--- src/cmd_seq_regs.svh ---
// Register offsets, field positions, reset values and timing counts
`ifndef CMD_SEQ_REGS_SVH
`define CMD_SEQ_REGS_SVH

// Device register addresses (6-bit)
`define CMDR_ADDR 6'h01
`define IRQR_ADDR 6'h04
`define ERRR_ADDR 6'h06
`define STAT2_ADDR 6'h08
`define FIFOD_ADDR 6'h09
`define FIFOL_ADDR 6'h0a
`define BITF_ADDR 6'h0d
`define RXCFG_ADDR 6'h13
`define TMODE_ADDR 6'h2a
`define TPRE_ADDR 6'h2b
`define TREL_ADDR 6'h2c
`define SRATE_ADDR 6'h1f
`define DEMOD_ADDR 6'h19

// Command register fields
`define CMD_LSB 0
`define CMD_MSB 3
`define RCV_OFF_BIT 5
`define SOFT_A_BIT 4
// Interrupt flag bits
`define IRQ_TIMER_BIT 0
`define IRQ_IDLE_BIT 4
`define IRQ_RX_BIT 5
`define IRQ_TX_BIT 6
// Error flag bits
`define ERR_PROTO_BIT 0
`define ERR_WR_BIT 7
// Status-two bit
`define STAT2_CIPHER_BIT 3
// Bit framing start bit
`define BITF_START_BIT 7
// Receive config multi-frame bit
`define RXCFG_MULTI_BIT 2
// Demod even prescale select
`define DEMOD_EVEN_BIT 4
// Timer automatic mode bit
`define TMODE_AUTO_BIT 7

// Reset values
`define SRATE_RESET 8'heb
`define TMODE_RESET 8'h00
`define RXCFG_RESET 8'h00
`define CMDR_RESET 8'h20

// Authentication argument bytes
`define AUTH_ARG_BYTES 12
`define AUTH_KEY_A 8'h60
`define AUTH_KEY_B 8'h61

// Reference clock 13.56 MHz, core clock 250 MHz, both in kHz
`define REF_KHZ 13560
`define CORE_KHZ 250000
`define REF_ACC_W 18

`endif

--- src/cmd_seq_pkg.sv ---
// Types shared by the command sequencer ends
package cmd_seq_pkg;

	typedef enum logic [3:0] {
		CMD_IDLE = 4'h0,
		CMD_KEEP = 4'h7,
		CMD_RECV = 4'h8,
		CMD_XCV = 4'hc,
		CMD_RSVD = 4'hd,
		CMD_AUTH = 4'he,
		CMD_SRST = 4'hf
	} cmd_code_e;

	typedef enum logic [2:0] {
		ST_IDLE = 3'b000,
		ST_RECV = 3'b001,
		ST_XWAIT = 3'b010,
		ST_XSEND = 3'b011,
		ST_XRECV = 3'b100,
		ST_AUTH = 3'b101,
		ST_SRST = 3'b110
	} seq_state_e;

endpackage

--- src/cmd_seq_if.sv ---
// Register link between host controller and reader device
`timescale 1ns/10ps
`default_nettype none
interface cmd_seq_if;
	logic [5:0] addr;
	logic [7:0] wdata;
	logic wr;
	logic rd;
	logic [7:0] rdata;

	modport host (
		output addr,
		output wdata,
		output wr,
		output rd,
		input rdata
	);
	modport dev (
		input addr,
		input wdata,
		input wr,
		input rd,
		output rdata
	);
endinterface
`default_nettype wire

--- src/cmd_seq_dev.sv ---
// Reader device end: command register, sequencer and status
//
// The address map and the address-and-strobe port were left to the implementer.
`timescale 1ns/10ps
`default_nettype none
`include "cmd_seq_regs.svh"
module cmd_seq_dev (
	input wire logic core_clk,
	input wire logic sys_rst,
	cmd_seq_if.dev bus,
	input wire logic rx_frame_end,
	input wire logic tx_frame_end,
	input wire logic auth_done,
	input wire logic auth_fail,
	output logic rx_enable,
	output logic tx_active,
	output logic auth_active,
	output logic [7:0] fifo_wdata,
	output logic fifo_wr,
	output logic fifo_rd,
	input wire logic [7:0] fifo_rdata,
	input wire logic [6:0] fifo_level
);
	logic [7:0] cmdr_q;
	logic [7:0] irq_q;
	logic [7:0] err_q;
	logic [7:0] stat2_q;
	logic [7:0] bitf_q;
	logic [7:0] rxcfg_q;
	logic [7:0] tmode_q;
	logic [7:0] tpre_q;
	logic [7:0] trel_q;
	logic [7:0] srate_q;
	logic [7:0] demod_q;
	logic [7:0] rdata_q;
	cmd_seq_pkg::seq_state_e st_q;
	logic timer_exp;
	logic cmd_wr;
	logic new_cmd;
	logic self_end;
	logic soft_rst;
	logic fifo_touch;
	logic multi;

	assign cmd_wr = bus.wr && bus.addr == `CMDR_ADDR;
	// Keep code never replaces the running command
	assign new_cmd = cmd_wr &&
		bus.wdata[`CMD_MSB:`CMD_LSB] != cmd_seq_pkg::CMD_KEEP;
	assign multi = rxcfg_q[`RXCFG_MULTI_BIT];
	assign soft_rst = st_q == cmd_seq_pkg::ST_SRST;
	assign fifo_touch = (bus.wr || bus.rd) && bus.addr == `FIFOD_ADDR;
	assign self_end = !new_cmd && (
		(st_q == cmd_seq_pkg::ST_RECV && rx_frame_end && !multi) ||
		(st_q == cmd_seq_pkg::ST_AUTH && (auth_done || auth_fail)) ||
		soft_rst);

	assign rx_enable = (st_q == cmd_seq_pkg::ST_RECV ||
		st_q == cmd_seq_pkg::ST_XRECV) && !cmdr_q[`RCV_OFF_BIT];
	assign tx_active = st_q == cmd_seq_pkg::ST_XSEND;
	assign auth_active = st_q == cmd_seq_pkg::ST_AUTH;
	// FIFO blocked while authenticating
	assign fifo_wr = bus.wr && bus.addr == `FIFOD_ADDR && !auth_active;
	assign fifo_rd = bus.rd && bus.addr == `FIFOD_ADDR && !auth_active;
	assign fifo_wdata = bus.wdata;
	assign bus.rdata = rdata_q;

	ref_tick #(
		.PRE_W(12),
		.REL_W(8)
	) u_timer (
		.core_clk(core_clk),
		.sys_rst(sys_rst || soft_rst),
		.run(tmode_q[`TMODE_AUTO_BIT] && st_q != cmd_seq_pkg::ST_IDLE),
		.prescale({tmode_q[3:0], tpre_q}),
		.reload(trel_q),
		.expired(timer_exp)
	);

	// Sequencer
	always_ff @(posedge core_clk) begin
		if (sys_rst) begin
			st_q <= cmd_seq_pkg::ST_IDLE;
		end else if (new_cmd) begin
			case (bus.wdata[`CMD_MSB:`CMD_LSB])
				cmd_seq_pkg::CMD_RECV: st_q <= cmd_seq_pkg::ST_RECV;
				cmd_seq_pkg::CMD_XCV: st_q <= cmd_seq_pkg::ST_XWAIT;
				cmd_seq_pkg::CMD_AUTH: st_q <= cmd_seq_pkg::ST_AUTH;
				cmd_seq_pkg::CMD_SRST: st_q <= cmd_seq_pkg::ST_SRST;
				default: st_q <= cmd_seq_pkg::ST_IDLE;
			endcase
		end else begin
			case (st_q)
				cmd_seq_pkg::ST_XWAIT:
					if (bitf_q[`BITF_START_BIT])
						st_q <= cmd_seq_pkg::ST_XSEND;
				cmd_seq_pkg::ST_XSEND:
					if (tx_frame_end)
						st_q <= cmd_seq_pkg::ST_XRECV;
				cmd_seq_pkg::ST_XRECV:
					// Loop back forever; multi-frame never leaves receive
					if (rx_frame_end && !multi)
						st_q <= cmd_seq_pkg::ST_XWAIT;
				default:
					if (self_end)
						st_q <= cmd_seq_pkg::ST_IDLE;
			endcase
		end
	end

	// Command register
	always_ff @(posedge core_clk) begin
		if (sys_rst || soft_rst) begin
			cmdr_q <= `CMDR_RESET;
		end else if (cmd_wr) begin
			cmdr_q[7:4] <= bus.wdata[7:4];
			if (new_cmd)
				cmdr_q[3:0] <= bus.wdata[3:0];
		end else if (self_end) begin
			cmdr_q[3:0] <= cmd_seq_pkg::CMD_IDLE;
		end
	end

	// Interrupt flags: set wins over write-one-to-clear
	always_ff @(posedge core_clk) begin
		if (sys_rst) begin
			irq_q <= 8'h00;
		end else if (soft_rst) begin
			// Soft reset clears the flags but still reports its own end
			irq_q <= 8'h00;
			irq_q[`IRQ_IDLE_BIT] <= 1'b1;
		end else begin
			if (bus.wr && bus.addr == `IRQR_ADDR)
				irq_q <= irq_q & ~bus.wdata;
			if (self_end)
				irq_q[`IRQ_IDLE_BIT] <= 1'b1;
			if (timer_exp)
				irq_q[`IRQ_TIMER_BIT] <= 1'b1;
			if (rx_frame_end && rx_enable && !auth_active)
				irq_q[`IRQ_RX_BIT] <= 1'b1;
			if (tx_frame_end && tx_active && !auth_active)
				irq_q[`IRQ_TX_BIT] <= 1'b1;
		end
	end

	// Error flags; a write clears, a new error wins
	always_ff @(posedge core_clk) begin
		if (sys_rst || soft_rst) begin
			err_q <= 8'h00;
		end else begin
			if (bus.wr && bus.addr == `ERRR_ADDR)
				err_q <= 8'h00;
			if (auth_active && fifo_touch)
				err_q[`ERR_WR_BIT] <= 1'b1;
			if (auth_active && auth_fail && !new_cmd)
				err_q[`ERR_PROTO_BIT] <= 1'b1;
		end
	end

	// Cipher status, meaningful only once authentication is over
	always_ff @(posedge core_clk) begin
		if (sys_rst || soft_rst) begin
			stat2_q <= 8'h00;
		end else if (auth_active && auth_fail && !new_cmd) begin
			stat2_q[`STAT2_CIPHER_BIT] <= 1'b0;
		end else if (auth_active && auth_done && !new_cmd) begin
			stat2_q[`STAT2_CIPHER_BIT] <= 1'b1;
		end else if (bus.wr && bus.addr == `STAT2_ADDR) begin
			stat2_q[`STAT2_CIPHER_BIT] <= bus.wdata[`STAT2_CIPHER_BIT];
		end
	end

	// Start bit clears itself once the send phase begins
	always_ff @(posedge core_clk) begin
		if (sys_rst || soft_rst)
			bitf_q <= 8'h00;
		else if (bus.wr && bus.addr == `BITF_ADDR)
			bitf_q <= bus.wdata;
		else if (st_q == cmd_seq_pkg::ST_XWAIT && bitf_q[`BITF_START_BIT])
			bitf_q[`BITF_START_BIT] <= 1'b0;
	end

	// Plain configuration registers
	always_ff @(posedge core_clk) begin
		if (sys_rst || soft_rst) begin
			rxcfg_q <= `RXCFG_RESET;
			tmode_q <= `TMODE_RESET;
			tpre_q <= 8'h00;
			trel_q <= 8'h00;
			demod_q <= 8'h00;
			srate_q <= `SRATE_RESET;
		end else if (bus.wr) begin
			case (bus.addr)
				`RXCFG_ADDR: rxcfg_q <= bus.wdata;
				`TMODE_ADDR: tmode_q <= bus.wdata;
				`TPRE_ADDR: tpre_q <= bus.wdata;
				`TREL_ADDR: trel_q <= bus.wdata;
				`DEMOD_ADDR: demod_q <= bus.wdata;
				`SRATE_ADDR: srate_q <= bus.wdata;
				default: ;
			endcase
		end
	end

	// Read data one cycle after the strobe
	always_ff @(posedge core_clk) begin
		if (sys_rst) begin
			rdata_q <= 8'h00;
		end else if (bus.rd) begin
			case (bus.addr)
				`CMDR_ADDR: rdata_q <= cmdr_q;
				`IRQR_ADDR: rdata_q <= irq_q;
				`ERRR_ADDR: rdata_q <= err_q;
				`STAT2_ADDR: rdata_q <= stat2_q;
				`FIFOD_ADDR: rdata_q <= auth_active ? 8'h00 : fifo_rdata;
				`FIFOL_ADDR: rdata_q <= {1'b0, fifo_level};
				`BITF_ADDR: rdata_q <= bitf_q;
				`RXCFG_ADDR: rdata_q <= rxcfg_q;
				`TMODE_ADDR: rdata_q <= tmode_q;
				`TPRE_ADDR: rdata_q <= tpre_q;
				`TREL_ADDR: rdata_q <= trel_q;
				`DEMOD_ADDR: rdata_q <= demod_q;
				`SRATE_ADDR: rdata_q <= srate_q;
				default: rdata_q <= 8'h00;
			endcase
		end
	end
endmodule
`default_nettype wire

--- src/ref_tick.sv ---
// Fractional divider giving 13.56 MHz reference ticks and the timer
`timescale 1ns/10ps
`default_nettype none
`include "cmd_seq_regs.svh"
module ref_tick #(
	parameter int PRE_W = 12,
	parameter int REL_W = 16
) (
	input wire logic core_clk,
	input wire logic sys_rst,
	input wire logic run,
	input wire logic [PRE_W-1:0] prescale,
	input wire logic [REL_W-1:0] reload,
	output logic expired
);
	if (PRE_W < 1 || PRE_W > 16 || REL_W < 1 || REL_W > 16) begin : g_bad_width
		$error("ref_tick: unsupported width");
	end

	localparam logic [`REF_ACC_W-1:0] STEP = `REF_ACC_W'(`REF_KHZ);
	localparam logic [`REF_ACC_W-1:0] WRAP = `REF_ACC_W'(`CORE_KHZ);
	logic [`REF_ACC_W-1:0] acc_q;
	logic ref_q;
	logic [PRE_W:0] pre_cnt_q;
	logic [REL_W:0] rel_cnt_q;
	logic first_q;
	logic [`REF_ACC_W:0] acc_sum;

	// Extra bit keeps the carry; a narrow sum would wrap and drop ticks
	assign acc_sum = {1'b0, acc_q} + {1'b0, STEP};

	// Phase accumulator: average tick rate equals the reference clock
	always_ff @(posedge core_clk) begin
		if (sys_rst) begin
			acc_q <= '0;
			ref_q <= 1'b0;
		end else if (acc_sum >= {1'b0, WRAP}) begin
			acc_q <= `REF_ACC_W'(acc_sum - {1'b0, WRAP});
			ref_q <= 1'b1;
		end else begin
			acc_q <= acc_sum[`REF_ACC_W-1:0];
			ref_q <= 1'b0;
		end
	end

	// Period is ((2*prescale+1)*reload+1) reference ticks
	always_ff @(posedge core_clk) begin
		if (sys_rst || !run) begin
			pre_cnt_q <= '0;
			rel_cnt_q <= '0;
			first_q <= 1'b1;
			expired <= 1'b0;
		end else begin
			expired <= 1'b0;
			if (ref_q) begin
				if (first_q) begin
					first_q <= 1'b0;
					rel_cnt_q <= {1'b0, reload};
					pre_cnt_q <= {prescale, 1'b0};
				end else if (pre_cnt_q != '0) begin
					pre_cnt_q <= pre_cnt_q - 1'b1;
				end else if (rel_cnt_q > 1) begin
					rel_cnt_q <= rel_cnt_q - 1'b1;
					pre_cnt_q <= {prescale, 1'b0};
				end else begin
					expired <= 1'b1;
					first_q <= 1'b1;
				end
			end
		end
	end
endmodule
`default_nettype wire
--- src/flat_wrapper.sv ---
// flat-port wrapper written by rule: the top's interface ports become plain ports
module cmd_seq_dev_flat 
  (core_clk, sys_rst, rx_frame_end, tx_frame_end, auth_done, auth_fail, rx_enable, tx_active, auth_active, fifo_wdata, fifo_wr, fifo_rd, fifo_rdata, fifo_level, bus_addr, bus_wdata, bus_wr, bus_rd, bus_rdata);
  cmd_seq_if bus_i ();
  input wire logic core_clk;
  input wire logic sys_rst;
  input wire logic rx_frame_end;
  input wire logic tx_frame_end;
  input wire logic auth_done;
  input wire logic auth_fail;
  output logic rx_enable;
  output logic tx_active;
  output logic auth_active;
  output logic [7:0] fifo_wdata;
  output logic fifo_wr;
  output logic fifo_rd;
  input wire logic [7:0] fifo_rdata;
  input wire logic [6:0] fifo_level;
  input wire logic [$bits(bus_i.addr)-1:0] bus_addr;
  input wire logic [$bits(bus_i.wdata)-1:0] bus_wdata;
  input wire logic [$bits(bus_i.wr)-1:0] bus_wr;
  input wire logic [$bits(bus_i.rd)-1:0] bus_rd;
  output wire logic [$bits(bus_i.rdata)-1:0] bus_rdata;
  assign bus_i.addr = bus_addr;
  assign bus_i.wdata = bus_wdata;
  assign bus_i.wr = bus_wr;
  assign bus_i.rd = bus_rd;
  assign bus_rdata = bus_i.rdata;
  cmd_seq_dev u_core (.core_clk(core_clk), .sys_rst(sys_rst), .bus(bus_i), .rx_frame_end(rx_frame_end), .tx_frame_end(tx_frame_end), .auth_done(auth_done), .auth_fail(auth_fail), .rx_enable(rx_enable), .tx_active(tx_active), .auth_active(auth_active), .fifo_wdata(fifo_wdata), .fifo_wr(fifo_wr), .fifo_rd(fifo_rd), .fifo_rdata(fifo_rdata), .fifo_level(fifo_level));
endmodule
--- config.mk ---
export PLATFORM = sky130hd
export DESIGN_NAME = cmd_seq_dev_flat
export DESIGN_NICKNAME = d
export VERILOG_FILES = /design/src/cmd_seq_pkg.sv /design/src/cmd_seq_if.sv /design/src/cmd_seq_dev.sv /design/src/ref_tick.sv /design/src/flat_wrapper.sv
export VERILOG_INCLUDE_DIRS = /design/src
export SDC_FILE = /design/constraint.sdc
export NUM_CORES = 1
export LEC_CHECK = 0
export BUFFER_PORTS_ARGS = -buffer_cell sky130_fd_sc_hd__buf_2
export CAP_MARGIN = 20
export CELL_PAD_IN_SITES_DETAIL_PLACEMENT = 2
export CELL_PAD_IN_SITES_GLOBAL_PLACEMENT = 2
export CORE_MARGIN = 2
export CORE_UTILIZATION = 38
export DETAILED_ROUTE_END_ITERATION = 12
export GPL_TIMING_DRIVEN = 0
export PLACE_DENSITY_LB_ADDON = 0.25
export SYNTH_ARGS = -nofsm -noshare
export SYNTH_HDL_FRONTEND = slang
export SYNTH_SLANG_ARGS = --single-unit
--- constraint.sdc ---
create_clock -name core_clk -period 6.1 [get_ports core_clk]
set_clock_uncertainty 0.1 [all_clocks]
set_input_delay 0.61 -clock core_clk [delete_from_list [all_inputs] [get_ports core_clk]]
set_output_delay 0.61 -clock core_clk [all_outputs]
set_load 0.01 [all_outputs]
# After elaboration in Yosys (flattened, before gate mapping)
# Cells that the tools add are included.
# W data, S select, Z words.
# word_totals
ff_bits	129
in_bits	37
elab_cells	167
# classes
n_addsub	4
n_lt_le_gt_ge	2
n_eq_ne	29
mux	36
n_bitwise	3
reduce_logical	67
# op_table
operator	count
$pmux W8 S13	1
$mux W13	3
$logic_and A1 B1 Y1	28
$mux W9	3
$eq A6 B4 Y1 const B	4
$add A18 B14 Y19 const B	1
$ge A19 B18 Y1 const B	1
$eq A6 B5 Y1 const B	3
$eq A6 B6 Y1 const B	3
$mux W18	1
$reduce_bool A2 Y1	9
$sub A18 B18 Y18 const B	1
$eq A4 B4 Y1 const B	4
$mux W8	2
$reduce_and A2 Y1	8
$mux W3	5
$mux W1	14
$reduce_bool A13 Y1	1
$sub A13 B1 Y13 const B	1
$eq A6 B3 Y1 const B	2
$mux W4	3
$pmux W3 S4	1
$eq A3 B3 Y1 const B	3
$gt A9 B1 Y1 const B	1
22 further kinds	38

# Logic depth before layout (Yosys ltp)
# Gate-level depths: netlist of the first run.
# depth
word_depth	9
ltp_mapped	14
ltp_nobuf	12

# Cells and area by module
# Synthesis of the first run repeated with hierarchy kept, for this count alone.
# unflattened
hier_cells	877
area_unflattened_um2	7021.7
# by_module_without_submodules
module	n_inst	cells_per_inst	area_per_inst_um2
cmd_seq_dev	1	529	4450.5
ref_tick	1	348	2571.2

# Worst setup path after synthesis of the first run
# Ideal clock, no wire load.
# synth_timing
path_type	flip-flop to flip-flop
from	reg u_core.u_timer.acc_q[3]
to	reg u_core.u_timer.acc_q[9]
setup_time_ps	70
t_arrival_ps	2730
path_slack_ps	3200
path_stages_with_launch	12
path_buffers	1
synth_period_minus_slack_ps	2900
cell_sequence	dfxtp_1 buf_2 inv_1 ha_1 o31ai_1 a221o_1 a21oi_1 o2111a_2 a21oi_4 and4_4 or4_1 a21oi_1
# synth_via
elab_chain_len	3
elab_cells_between_ends	4
cone_classes	add/sub: 2; order compare: 1; mux: 1
# synth_rtl
element	line	rtl
start, declared	ref_tick.sv:22	logic [`REF_ACC_W-1:0] acc_q;
start signal, assigned	ref_tick.sv:38	acc_q <= `REF_ACC_W'(acc_sum - {1'b0, WRAP});
start signal, assigned	ref_tick.sv:41	acc_q <= acc_sum[`REF_ACC_W-1:0];
$add A18 B14 Y19 (*)	ref_tick.sv:30	assign acc_sum = {1'b0, acc_q} + {1'b0, STEP};
named net u_core.u_timer.acc_sum[3]	ref_tick.sv:27	logic [`REF_ACC_W:0] acc_sum;
$sub A18 B18 Y18 / $ge A19 B18 Y1 (equally long branches)	ref_tick.sv:38, ref_tick.sv:37	
$mux W18 (*)	ref_tick.sv:37	end else if (acc_sum >= {1'b0, WRAP}) begin
# Mark *: on every way through the listed nets, which the timed path passes. The rest lies on a longest branch.
# A chain may end at the register's enable or synchronous reset.

# Final worst setup path of the first run
# layout_timing
from	reg u_core.u_timer.acc_q[3]
to	reg u_core.u_timer.acc_q[8]
# The elaborated chain is that of the path after synthesis.

==> results of run 1 <==
## flip-flops by register name, summed over array words and instances, names as in the netlist, 2 cells and up
register	cells
u_core.u_timer.rel_cnt_q	9
u_core.u_timer.pre_cnt_q	13
u_core.cmdr_q	8
u_core.err_q	2
u_core.irq_q	8
u_core.u_timer.acc_q	15
u_core.demod_q	8
u_core.bus.rdata	8
u_core.trel_q	8
u_core.srate_q	8
u_core.bitf_q	8
u_core.rxcfg_q	8
u_core.tmode_q	8
u_core.tpre_q	8
u_core.st_q	3
## through the flow
| step | std cells | area [µm²] |
|---|---|---|
| after floorplan | 875 | 6720 |
| after global placement | 1148 | 7242 |
| after detailed placement | 1151 | 7273 |
| after CTS | 1182 | 7884 |
| after global routing | 1183 | 7889 |
| final | 1183 | 7889 |
## Yosys cell counts, types with 6 or more instances
library cell  instances  area, µm²
nand2_1             128      480.5
dfxtp_1             126       2522
a21oi_1              91      455.4
nor2_1               86      322.8
nand3_1              84      420.4
clkbuf_1             53      198.9
o21ai_0              26      130.1
nor3_1               20      100.1
a22oi_1              19      142.6
a221oi_1             15      131.4
or3_1                14      87.58
inv_1                13      48.80
a211oi_1             10      75.07
a22o_1               10      87.58
mux2i_1              10      100.1
nand2b_1             10      62.56
xnor2_1              10      87.58
xor2_1               10      87.58
buf_4                 8      60.06
o31ai_1               8      60.06
nand3b_1              7      52.55
a311oi_1              6      52.55
and2_1                6      37.54
buf_2                 6      30.03
ha_1                  6      75.07
mux2_2                6      67.56
nor2b_1               6      37.54
## cell type report
type	instances	area, µm²	area share, %
buffer	71	311.5	3.949
clock buffer	25	505.5	6.408
clock inverter	6	105.1	1.332
inverter	13	48.80	0.6186
multi-input combinational	665	3844	48.72
sequential	126	2522	31.97
tap	225	281.5	3.569
timing repair buffer	52	270.3	3.426
## worst paths after layout
check	from	end	slack, ns
setup / recovery	u_core.u_timer.acc_q[3]	u_core.u_timer.acc_q[8]	2.62
hold / removal	auth_fail	u_core.stat2_q[3]	0.32
setup reg to reg	u_core.u_timer.acc_q[3]	u_core.u_timer.acc_q[8]	2.62
hold reg to reg	u_core.irq_q[2]	u_core.irq_q[2]	0.34
## logic make-up (layout without fill, tap and decap cells)
logic type                 Yosys count  after routing  synth area share (%)
and+or+nand+nor                    393            393                 27.76
AOI/OAI and AO/OA                  229            229                 22.98
DFF                                126            126                 37.53
buffers and inverters               84            167                 5.362
xor gates and xnor gates            20             20                 2.606
muxes                               16             16                 2.495
adders and majority gates            7              7                 1.266
## worst max-delay path: cells and delay by family, from the launching register on
family | cells | cell delay, ns
DFF | 1 | 0.31
adders and majority gates | 1 | 0.13
and+or+nand+nor | 4 | 1.23
AOI/OAI and AO/OA | 4 | 0.95
buffers and inverters | 4 | 0.69
## power by group through the flow
stage	clock [µW]	sequential, µW	combinational (µW)
finish	1080	867	338
global route	1130	869	370
CTS	1090	866	336
detailed placement	0	884	332
global placement	0	882	308
floorplan	0	879	229
## layer usage
| layer | up-vias | share of wire [%] | global-route usage, % |
|---|---|---|---|
| met5 | - | 0 | 0 |
| met4 | 0 | 3.6 | 13.06 |
| met3 | 74 | 5.2 | 6.148 |
| met2 | 248 | 50 | 54.26 |
| met1 | 3637 | 42 | 38.05 |
| li1 | 3301 | - | - |
==> impl_metrics.env, run 1 <==
export IMPL_status="finished, final reports clean"
export IMPL_antenna_found_initial=0
export IMPL_coreArea_um2=17300
export IMPL_intPower_uw=1655
export IMPL_critPathMaxStageDelay_ns=0.53
export IMPL_cts_tree="done"
export IMPL_rr_worst_depth=13
export IMPL_fin_ws_ns=2.617
export IMPL_start_util_pct=38.85
export IMPL_pwr_share_clk_pct=47.3
export IMPL_nNetsFinal=989
export IMPL_cts_resized=0
export IMPL_max_freq_mhz=287.1
export IMPL_clk_pin_slew_ns=0.06
export IMPL_dieArea_um2=18760
export IMPL_cts_buffer_depth=2
export IMPL_fin_util_pct=45.61
export IMPL_worst_pin_slew_ns=1.177
export IMPL_cp_arrival_ns=3.74
export IMPL_synthToLayoutAreaGrowth_pct=17.39
export IMPL_vias=7260
export IMPL_drive_gt1_share_pct=12.42
export IMPL_port_buffer_count=48
export IMPL_dp_hpwl_um=20600
export IMPL_io_pins=58
export IMPL_seq_area_frac_synth_pct=37.53
export IMPL_pwr_share_comb_pct=14.8
export IMPL_synth_area_um2=6720
export IMPL_drc=0
export IMPL_setup_tns_ns=0
export IMPL_clock_tree_htree_level_count=4
export IMPL_rsz0062_at_grt="no"
export IMPL_gp_congestion=0.9174
export IMPL_worstPathMaxFanout=10
export IMPL_clk_latency_ns=0.44
export IMPL_clock_sinks=126
export IMPL_final_cell_mix="nand2_1 (128), dfxtp_1 (126), a21oi_1 (91)"
export IMPL_crit_chain="buf_2, inv_1, ha_1, buf_2, nor4b_2, o21ai_1, a31o_1, nand3_1, o311a_1, buf_2, nand2_2, or3_1, a21oi_1"
export IMPL_power_switching_uw=631.5
export IMPL_first_pass_iters=8
export IMPL_final_common_cell="nand2_1"
export IMPL_vias_per_cell=6.137
export IMPL_hold_depth=2
export IMPL_grt_pass1_vias=7760
export IMPL_cp_slowest_cell="nor4b_2"
export IMPL_power_density_nw_per_um2=289.8
export IMPL_rows=48
export IMPL_grt_ovfl_total=0
export IMPL_fillers=1987
export IMPL_cap_violations=0
export IMPL_cts_made_buffers=17
export IMPL_syn_num_nets=918
export IMPL_grt_pass1_wl_um=44300
export IMPL_finalSetupViolations=0
export IMPL_synth_ff_type="dfxtp_1"
export IMPL_cp_required_ns=6.36
export IMPL_yosysWarningCount=0
export IMPL_period_share_pct=57.10
export IMPL_synth_edf_count=0
export IMPL_cts_root_buf="clkbuf_16"
export IMPL_diodes=0
export IMPL_critPathMostFrequentCell="buf_2"
export IMPL_synthCells=875
export IMPL_grt_total_usage_pct=31.43
export IMPL_avgSynthCellArea_um2=7.680
export IMPL_power_uw=2286
export IMPL_grt_max_degree=17
export IMPL_start_kind="register"
export IMPL_preCtsSetupSlack_ns=2.520
export IMPL_max_slew_margin_rel_pct=21.33
export IMPL_wire_per_inst_um=24.55
export IMPL_drt_first_iter_violations=560
export IMPL_period_needed_ns=3.483
export IMPL_cts_setup_buffers=0
export IMPL_synth_cell_type_count=72
export IMPL_slew_viol_final=0
export IMPL_hold_path_class="input pin to register"
export IMPL_worst_hold_slack_ns=0.3154
export IMPL_hold_viol_final=0
export IMPL_switching_share_pct=27.62
export IMPL_path_class="register to register"
export IMPL_cts_hold_buf=0
export IMPL_drt_wl_total_um=29040
export IMPL_seq_power_share_pct=37.9
export IMPL_synth_seq_cells=126
export IMPL_antenna_left=0
export IMPL_die_h_um=137.0
export IMPL_p_leak_uw=0.002874
export IMPL_die_width_um=137.0
export IMPL_peakVddDrop_mv=0.2061
export IMPL_async_flop_share_pct=0
export IMPL_end_kind="register"
Note: power is estimated with default switching activity, not from simulation.
==> run 2, diff against run 1 <==
Settings changed: CORE_UTILIZATION 38 to 32.
Clock period 6.1 ns to 3.1 ns, I/O delays scaled along.
==> impl_metrics.env, run 2 (synthesized netlist as in run 1, its figures left out) <==
export IMPL_die_width_um=148.9
export IMPL_slew_viol_final=0
export IMPL_cts_made_buffers=17
export IMPL_finalSetupViolations=0
export IMPL_status="finished, final reports clean"
export IMPL_top_register="u_core.u_timer.acc_q"
export IMPL_gp_congestion=0.8216
export IMPL_antenna_left=0
export IMPL_grt_ovfl_total=0
export IMPL_nNetsFinal=1001
export IMPL_fin_util_pct=38.97
export IMPL_grt_total_usage_pct=25.22
export IMPL_critPathMaxStageDelay_ns=0.46
export IMPL_period_needed_ns=2.969
export IMPL_start_kind="register"
export IMPL_dieArea_um2=22180
export IMPL_start_util_pct=32.27
export IMPL_port_buffer_count=48
export IMPL_cp_required_ns=3.36
export IMPL_synthToLayoutAreaGrowth_pct=20.74
export IMPL_largest_reg_flops=15
export IMPL_grt_pass1_vias=7273
export IMPL_r2r_slack_ns=0.13
export IMPL_coreArea_um2=20820
export IMPL_grt_max_degree=17
export IMPL_dp_hpwl_um=19880
export IMPL_clock_sinks=126
export IMPL_grt_pass1_wl_um=42570
export IMPL_cap_violations=0
export IMPL_drc=0
export IMPL_end_kind="register"
export IMPL_io_pins=58
export IMPL_cts_root_buf="clkbuf_16"
export IMPL_worst_pin_slew_ns=1.147
export IMPL_drt_first_iter_violations=397
export IMPL_max_slew_margin_rel_pct=22.95
export IMPL_antenna_found_initial=0
export IMPL_cts_tree="done"
export IMPL_top_regs="u_core.u_timer.acc_q x15, u_core.u_timer.pre_cnt_q x13, u_core.u_timer.rel_cnt_q x9"
export IMPL_timing_rr_start="u_core.u_timer.acc_q[4]"
export IMPL_fillers=2469
export IMPL_p_leak_uw=0.002979
export IMPL_die_h_um=148.9
export IMPL_first_pass_iters=9
export IMPL_max_freq_mhz=336.8
export IMPL_vias=7079
export IMPL_rows=53
export IMPL_hold_viol_final=0
export IMPL_final_common_cell="nand2_1"
export IMPL_startpoint="u_core.u_timer.acc_q[4]"
export IMPL_cts_hold_buf=0
export IMPL_clock_tree_htree_level_count=4
export IMPL_diodes=0
export IMPL_final_cell_mix="nand2_1 (128), dfxtp_1 (126), a21oi_1 (90)"
export IMPL_hp_start="auth_fail"
export IMPL_peakVddDrop_mv=0.3051
export IMPL_clk_pin_slew_ns=0.06
export IMPL_power_density_nw_per_um2=554.1
export IMPL_cp_arrival_ns=3.23
export IMPL_period_share_pct=95.79
export IMPL_drive_gt1_share_pct=15.35
export IMPL_rr_worst_depth=11
export IMPL_wire_per_inst_um=22.09
export IMPL_cp_endpoint="u_core.u_timer.acc_q[9]"
export IMPL_drt_wl_total_um=27530
export IMPL_placed_area_um2=7337
export IMPL_cts_buffer_depth=2
export IMPL_cp_slowest_cell="or4_1"
export IMPL_r2r_end="u_core.u_timer.acc_q[9]"
export IMPL_vias_per_cell=5.681
export IMPL_hold_path_class="input pin to register"
export IMPL_fin_area_um2=8114
export IMPL_critPathMostFrequentCell="a21oi_4"
export IMPL_worstPathMaxFanout=8
export IMPL_path_class="register to register"
export IMPL_clk_latency_ns=0.44
export IMPL_crit_chain="clkbuf_4, inv_1, ha_2, o31ai_1, a221o_1, a21oi_4, o2111a_2, a21oi_4, and4_4, or4_1, a21oi_1"
## run 2: changes by cell type in the layout (fill, tap and decap cells not counted), moves of 2 or more
| cell | change |
|---|---|
| clkinvlp_4 | +3 |
| buf_2 | -2 |
| nor4_2 | +2 |
| clkbuf_1 | -9 |
| nor4_1 | -3 |
| clkbuf_4 | +2 |
| buf_4 | +15 |
| inv_6 | +3 |
| clkbuf_2 | +4 |
| clkbuf_8 | -3 |
## run 2: critical path: cells and delay by family, from the launching register on
kind,cells,cell delay [ns]
simple gates,2,0.67
compound gates,6,1.17
flops,1,0.33
buf+inv,2,0.24
fa+ha+maj,1,0.38
## run 2: stage by stage
step           total power, µW  setup TNS [ns]  instances  setup slack (ns)  hold slack [ns]
3_3_place_gp              2372          -15.18       1198           -0.8251           0.3190
6_report                  4496               0       1246            0.1305          0.01232
5_1_grt                   4669        -0.01921       1246          -0.01819          0.04303
4_1_cts                   4479               0       1235          0.006334         0.005663
2_1_floorplan             2181               0        875            0.1998           0.2821
3_5_place_dp              2393          -3.537       1201           -0.3848           0.3283
## run 2: worst min-delay path by stage
stage	end	slack, ns	cells after the start
floorplan	u_core.bus.rdata[1]	0.28	1
global placement	u_core.irq_q[2]	0.32	2
detailed placement	u_core.irq_q[1]	0.33	2
CTS	u_core.stat2_q[3]	0.006	2
global route	u_core.stat2_q[3]	0.04	2
finish	u_core.stat2_q[3]	0.01	2
## run 2: area by class of cell
type	instances	area (µm²)	share of cell area (%)
well taps	275	344.1	4.241
flip-flops and latches	126	2522	31.09
inverters	13	48.80	0.6014
clock inverters	13	137.6	1.696
plain buffers	70	324.1	3.994
multi-input cells	665	3921	48.33
repair buffers	65	362.8	4.472
clock buffers	19	452.9	5.582
## run 2: report_power, final
group | internal [µW] | switching [µW]
Combinational | 272 | 443
Sequential | 1670 | 51.0
Clock | 1230 | 836
## run 2: layer usage
metal | up-vias | GRT usage, % | wire [µm]
li1 | 3313 | - | -
met1 | 3600 | 34.08 | 12770
met2 | 139 | 42.44 | 13290
met3 | 27 | 2.661 | 1080
met4 | 0 | 7.714 | 392
met5 | - | 0 | 0
## run 2: repair_timing
| action | in CTS | in global routing |
|---|---|---|
| setup buffers | 2 | 11 |
| gates resized for setup | 8 | 21 |
| pin swaps | 1 | 5 |
| setup endpoints to repair | 24 | 25 |
==> run 3, diff against run 2 <==
Settings changed: ABC_AREA from default to 1, CORE_ASPECT_RATIO from default to 0.7, CORE_UTILIZATION 32 to 30.
==> impl_metrics.env, run 3 <==
export IMPL_cp_arrival_ns=2.84
export IMPL_synth_largest_area_cell="dfxtp_1"
export IMPL_clock_sinks=126
export IMPL_r2r_end="u_core.u_timer.rel_cnt_q[1]"
export IMPL_slew_viol_final=0
export IMPL_hp_start="rx_frame_end"
export IMPL_end_kind="register"
export IMPL_start_kind="register"
export IMPL_post_synth_top_count_cell="nand2_1"
export IMPL_fillers=2762
export IMPL_p_leak_uw=0.003361
export IMPL_top_register="u_core.u_timer.acc_q"
export IMPL_drc=0
export IMPL_status="finished, final reports clean"
export IMPL_preCtsSetupSlack_ns=0.4454
export IMPL_cts_setup_buffers=0
export IMPL_synthToLayoutAreaGrowth_pct=18.89
export IMPL_port_buffer_count=52
export IMPL_cts_buffer_depth=2
export IMPL_final_common_cell="nand2_1"
export IMPL_cts_root_buf="clkbuf_16"
export IMPL_synth_area_leaders="dfxtp_1 (37%), nand2_1 (11%), a21oi_1 (8.6%), inv_1 (6.9%), o21ai_0 (6.7%)"
export IMPL_path_class="register to register"
export IMPL_die_h_um=130.1
export IMPL_yosysWarningCount=0
export IMPL_io_pins=58
export IMPL_peakVddDrop_mv=0.2759
export IMPL_rsz0062_at_grt="no"
export IMPL_top_regs="u_core.u_timer.acc_q x15, u_core.u_timer.pre_cnt_q x13, u_core.u_timer.rel_cnt_q x9"
export IMPL_rows=46
export IMPL_vias_per_cell=5.236
export IMPL_largest_reg_flops=15
export IMPL_period_share_pct=83.22
export IMPL_worst_pin_slew_ns=0.8895
export IMPL_synth_ff_type="dfxtp_1"
export IMPL_r2r_slack_ns=0.52
export IMPL_first_pass_iters=5
export IMPL_cts_resized=0
export IMPL_place_inst=1348
export IMPL_rr_worst_depth=8
export IMPL_max_freq_mhz=387.6
export IMPL_cts_hold_buf=0
export IMPL_cap_violations=0
export IMPL_grt_total_usage_pct=24.28
export IMPL_dp_hpwl_um=21280
export IMPL_hold_depth=3
export IMPL_fin_cells=1380
export IMPL_drt_wl_total_um=27860
export IMPL_synthCells=1008
export IMPL_synth_seq_cells=126
export IMPL_power_density_nw_per_um2=649.2
export IMPL_synth_cell_type_count=39
export IMPL_grt_pass1_vias=7477
export IMPL_gp_congestion=0.8748
export IMPL_syn_num_nets=1051
export IMPL_period_needed_ns=2.580
export IMPL_hold_path_class="input pin to register"
export IMPL_antenna_found_initial=0
export IMPL_hold_viol_final=0
export IMPL_dieArea_um2=23940
export IMPL_synth_area_um2=6810
export IMPL_clk_pin_slew_ns=0.06
export IMPL_die_width_um=184.1
export IMPL_seq_area_frac_synth_pct=37.04
export IMPL_cp_required_ns=3.36
export IMPL_coreArea_um2=22450
export IMPL_cts_made_buffers=17
export IMPL_drive_gt1_share_pct=13.92
export IMPL_grt_pass1_wl_um=43770
export IMPL_setup_tns_ns=0
export IMPL_fin_util_pct=36.07
export IMPL_finalSetupViolations=0
export IMPL_synthTopCellsByCount="nand2_1 (207), dfxtp_1 (126), inv_1 (126), a21oi_1 (117), o21ai_0 (91)"
export IMPL_yosys_area_top_type_share_pct=37.04
export IMPL_nNetsFinal=1122
export IMPL_fin_ws_ns=0.5201
export IMPL_cp_slowest_cell="nand3_1"
export IMPL_holdPathEnd="u_core.irq_q[5]"
export IMPL_crit_chain="inv_1, nand3_1, nand2_1, inv_1, nand3_1, inv_1, o21ai_0, a21oi_1"
export IMPL_grt_max_degree=17
export IMPL_max_slew_margin_rel_pct=40.48
export IMPL_drt_first_iter_violations=392
export IMPL_grt_ovfl_total=0
export IMPL_critPathMostFrequentCell="inv_1"
export IMPL_vias=7226
export IMPL_clk_latency_ns=0.43
export IMPL_cts_tree="done"
export IMPL_diodes=0
export IMPL_synth_edf_count=0
export IMPL_timing_rr_start="u_core.st_q[0]"
export IMPL_start_util_pct=30.34
export IMPL_critPathMaxStageDelay_ns=0.51
export IMPL_async_flop_share_pct=0
export IMPL_wire_per_inst_um=20.19
export IMPL_clock_tree_htree_level_count=4
export IMPL_worstPathMaxFanout=9
export IMPL_antenna_left=0
export IMPL_final_cell_mix="nand2_1 (207), inv_1 (126), dfxtp_1 (126)"
export IMPL_avgSynthCellArea_um2=6.756
[run 3: logic make-up after synthesis]
family | Yosys count | synth area share, %
and+or+nand+nor | 423 | 27.78
AOI/OAI and AO/OA | 266 | 21.79
buffers and inverters | 174 | 10.62
DFF | 126 | 37.04
xor gates and xnor gates | 13 | 1.672
adders and majority gates | 6 | 1.102
[run 3: report_power, final]
group | internal, µW | leakage (µW) | switching (µW) | total (µW)
Sequential | 1690 | 0.00102 | 83.3 | 1770
Combinational | 366 | 0.00202 | 803 | 1170
Clock | 1510 | 0.000325 | 806 | 2310
Total | 3560 | 0.00336 | 1690 | 5260
[run 3: layout make-up]
cell class | instances | area (µm²) | share of cell area [%]
Buffer | 42 | 227.7 | 2.813
Clock buffer | 21 | 480.5 | 5.934
Clock inverter | 11 | 185.2 | 2.287
Inverter | 132 | 495.5 | 6.120
Multi-Input combinational cell | 708 | 3565 | 44.03
Sequential cell | 126 | 2522 | 31.15
Tap cell | 288 | 360.3 | 4.451
Timing Repair Buffer | 52 | 260.3 | 3.214
[run 3: routing by layer]
metal / wire (µm) / GRT usage (%)
met1: 14670 / 35.94
met2: 12020 / 36.78
met3: 858 / 3.656
met4: 321 / 6.212
met5: 0 / 0
[run 3: worst max-delay path by stage]
stage                                        from                     endpoint  cells past startpoint
after floorplan           u_core.u_timer.acc_q[3]     u_core.u_timer.acc_q[14]                     15
after detailed placement                  sys_rst  u_core.u_timer.pre_cnt_q[2]                      8
after global routing      u_core.u_timer.acc_q[3]     u_core.u_timer.acc_q[14]                     14
after CTS                 u_core.u_timer.acc_q[3]     u_core.u_timer.acc_q[14]                     14
after global placement                    sys_rst       u_core.u_timer.expired                      7
final                              u_core.st_q[0]  u_core.u_timer.rel_cnt_q[1]                      8
[run 3: per-stage QoR]
stage                     hold slack, ns  area (µm²)  power [µW]
after floorplan                   0.3153        6810        2618
after global placement            0.3274        7431        2932
after detailed placement          0.3455        7431        2974
after CTS                        0.06932        8097        5289
after global routing              0.1017        8097        5528
final                            0.07812        8097        5256
[run 3: critical path, delay by kind of cell (launching register included)]
| family | cells | cell delay, ns |
|---|---|---|
| compound gates | 2 | 0.30 |
| buf+inv | 3 | 0.83 |
| flops | 1 | 0.38 |
| simple gates | 3 | 0.88 |
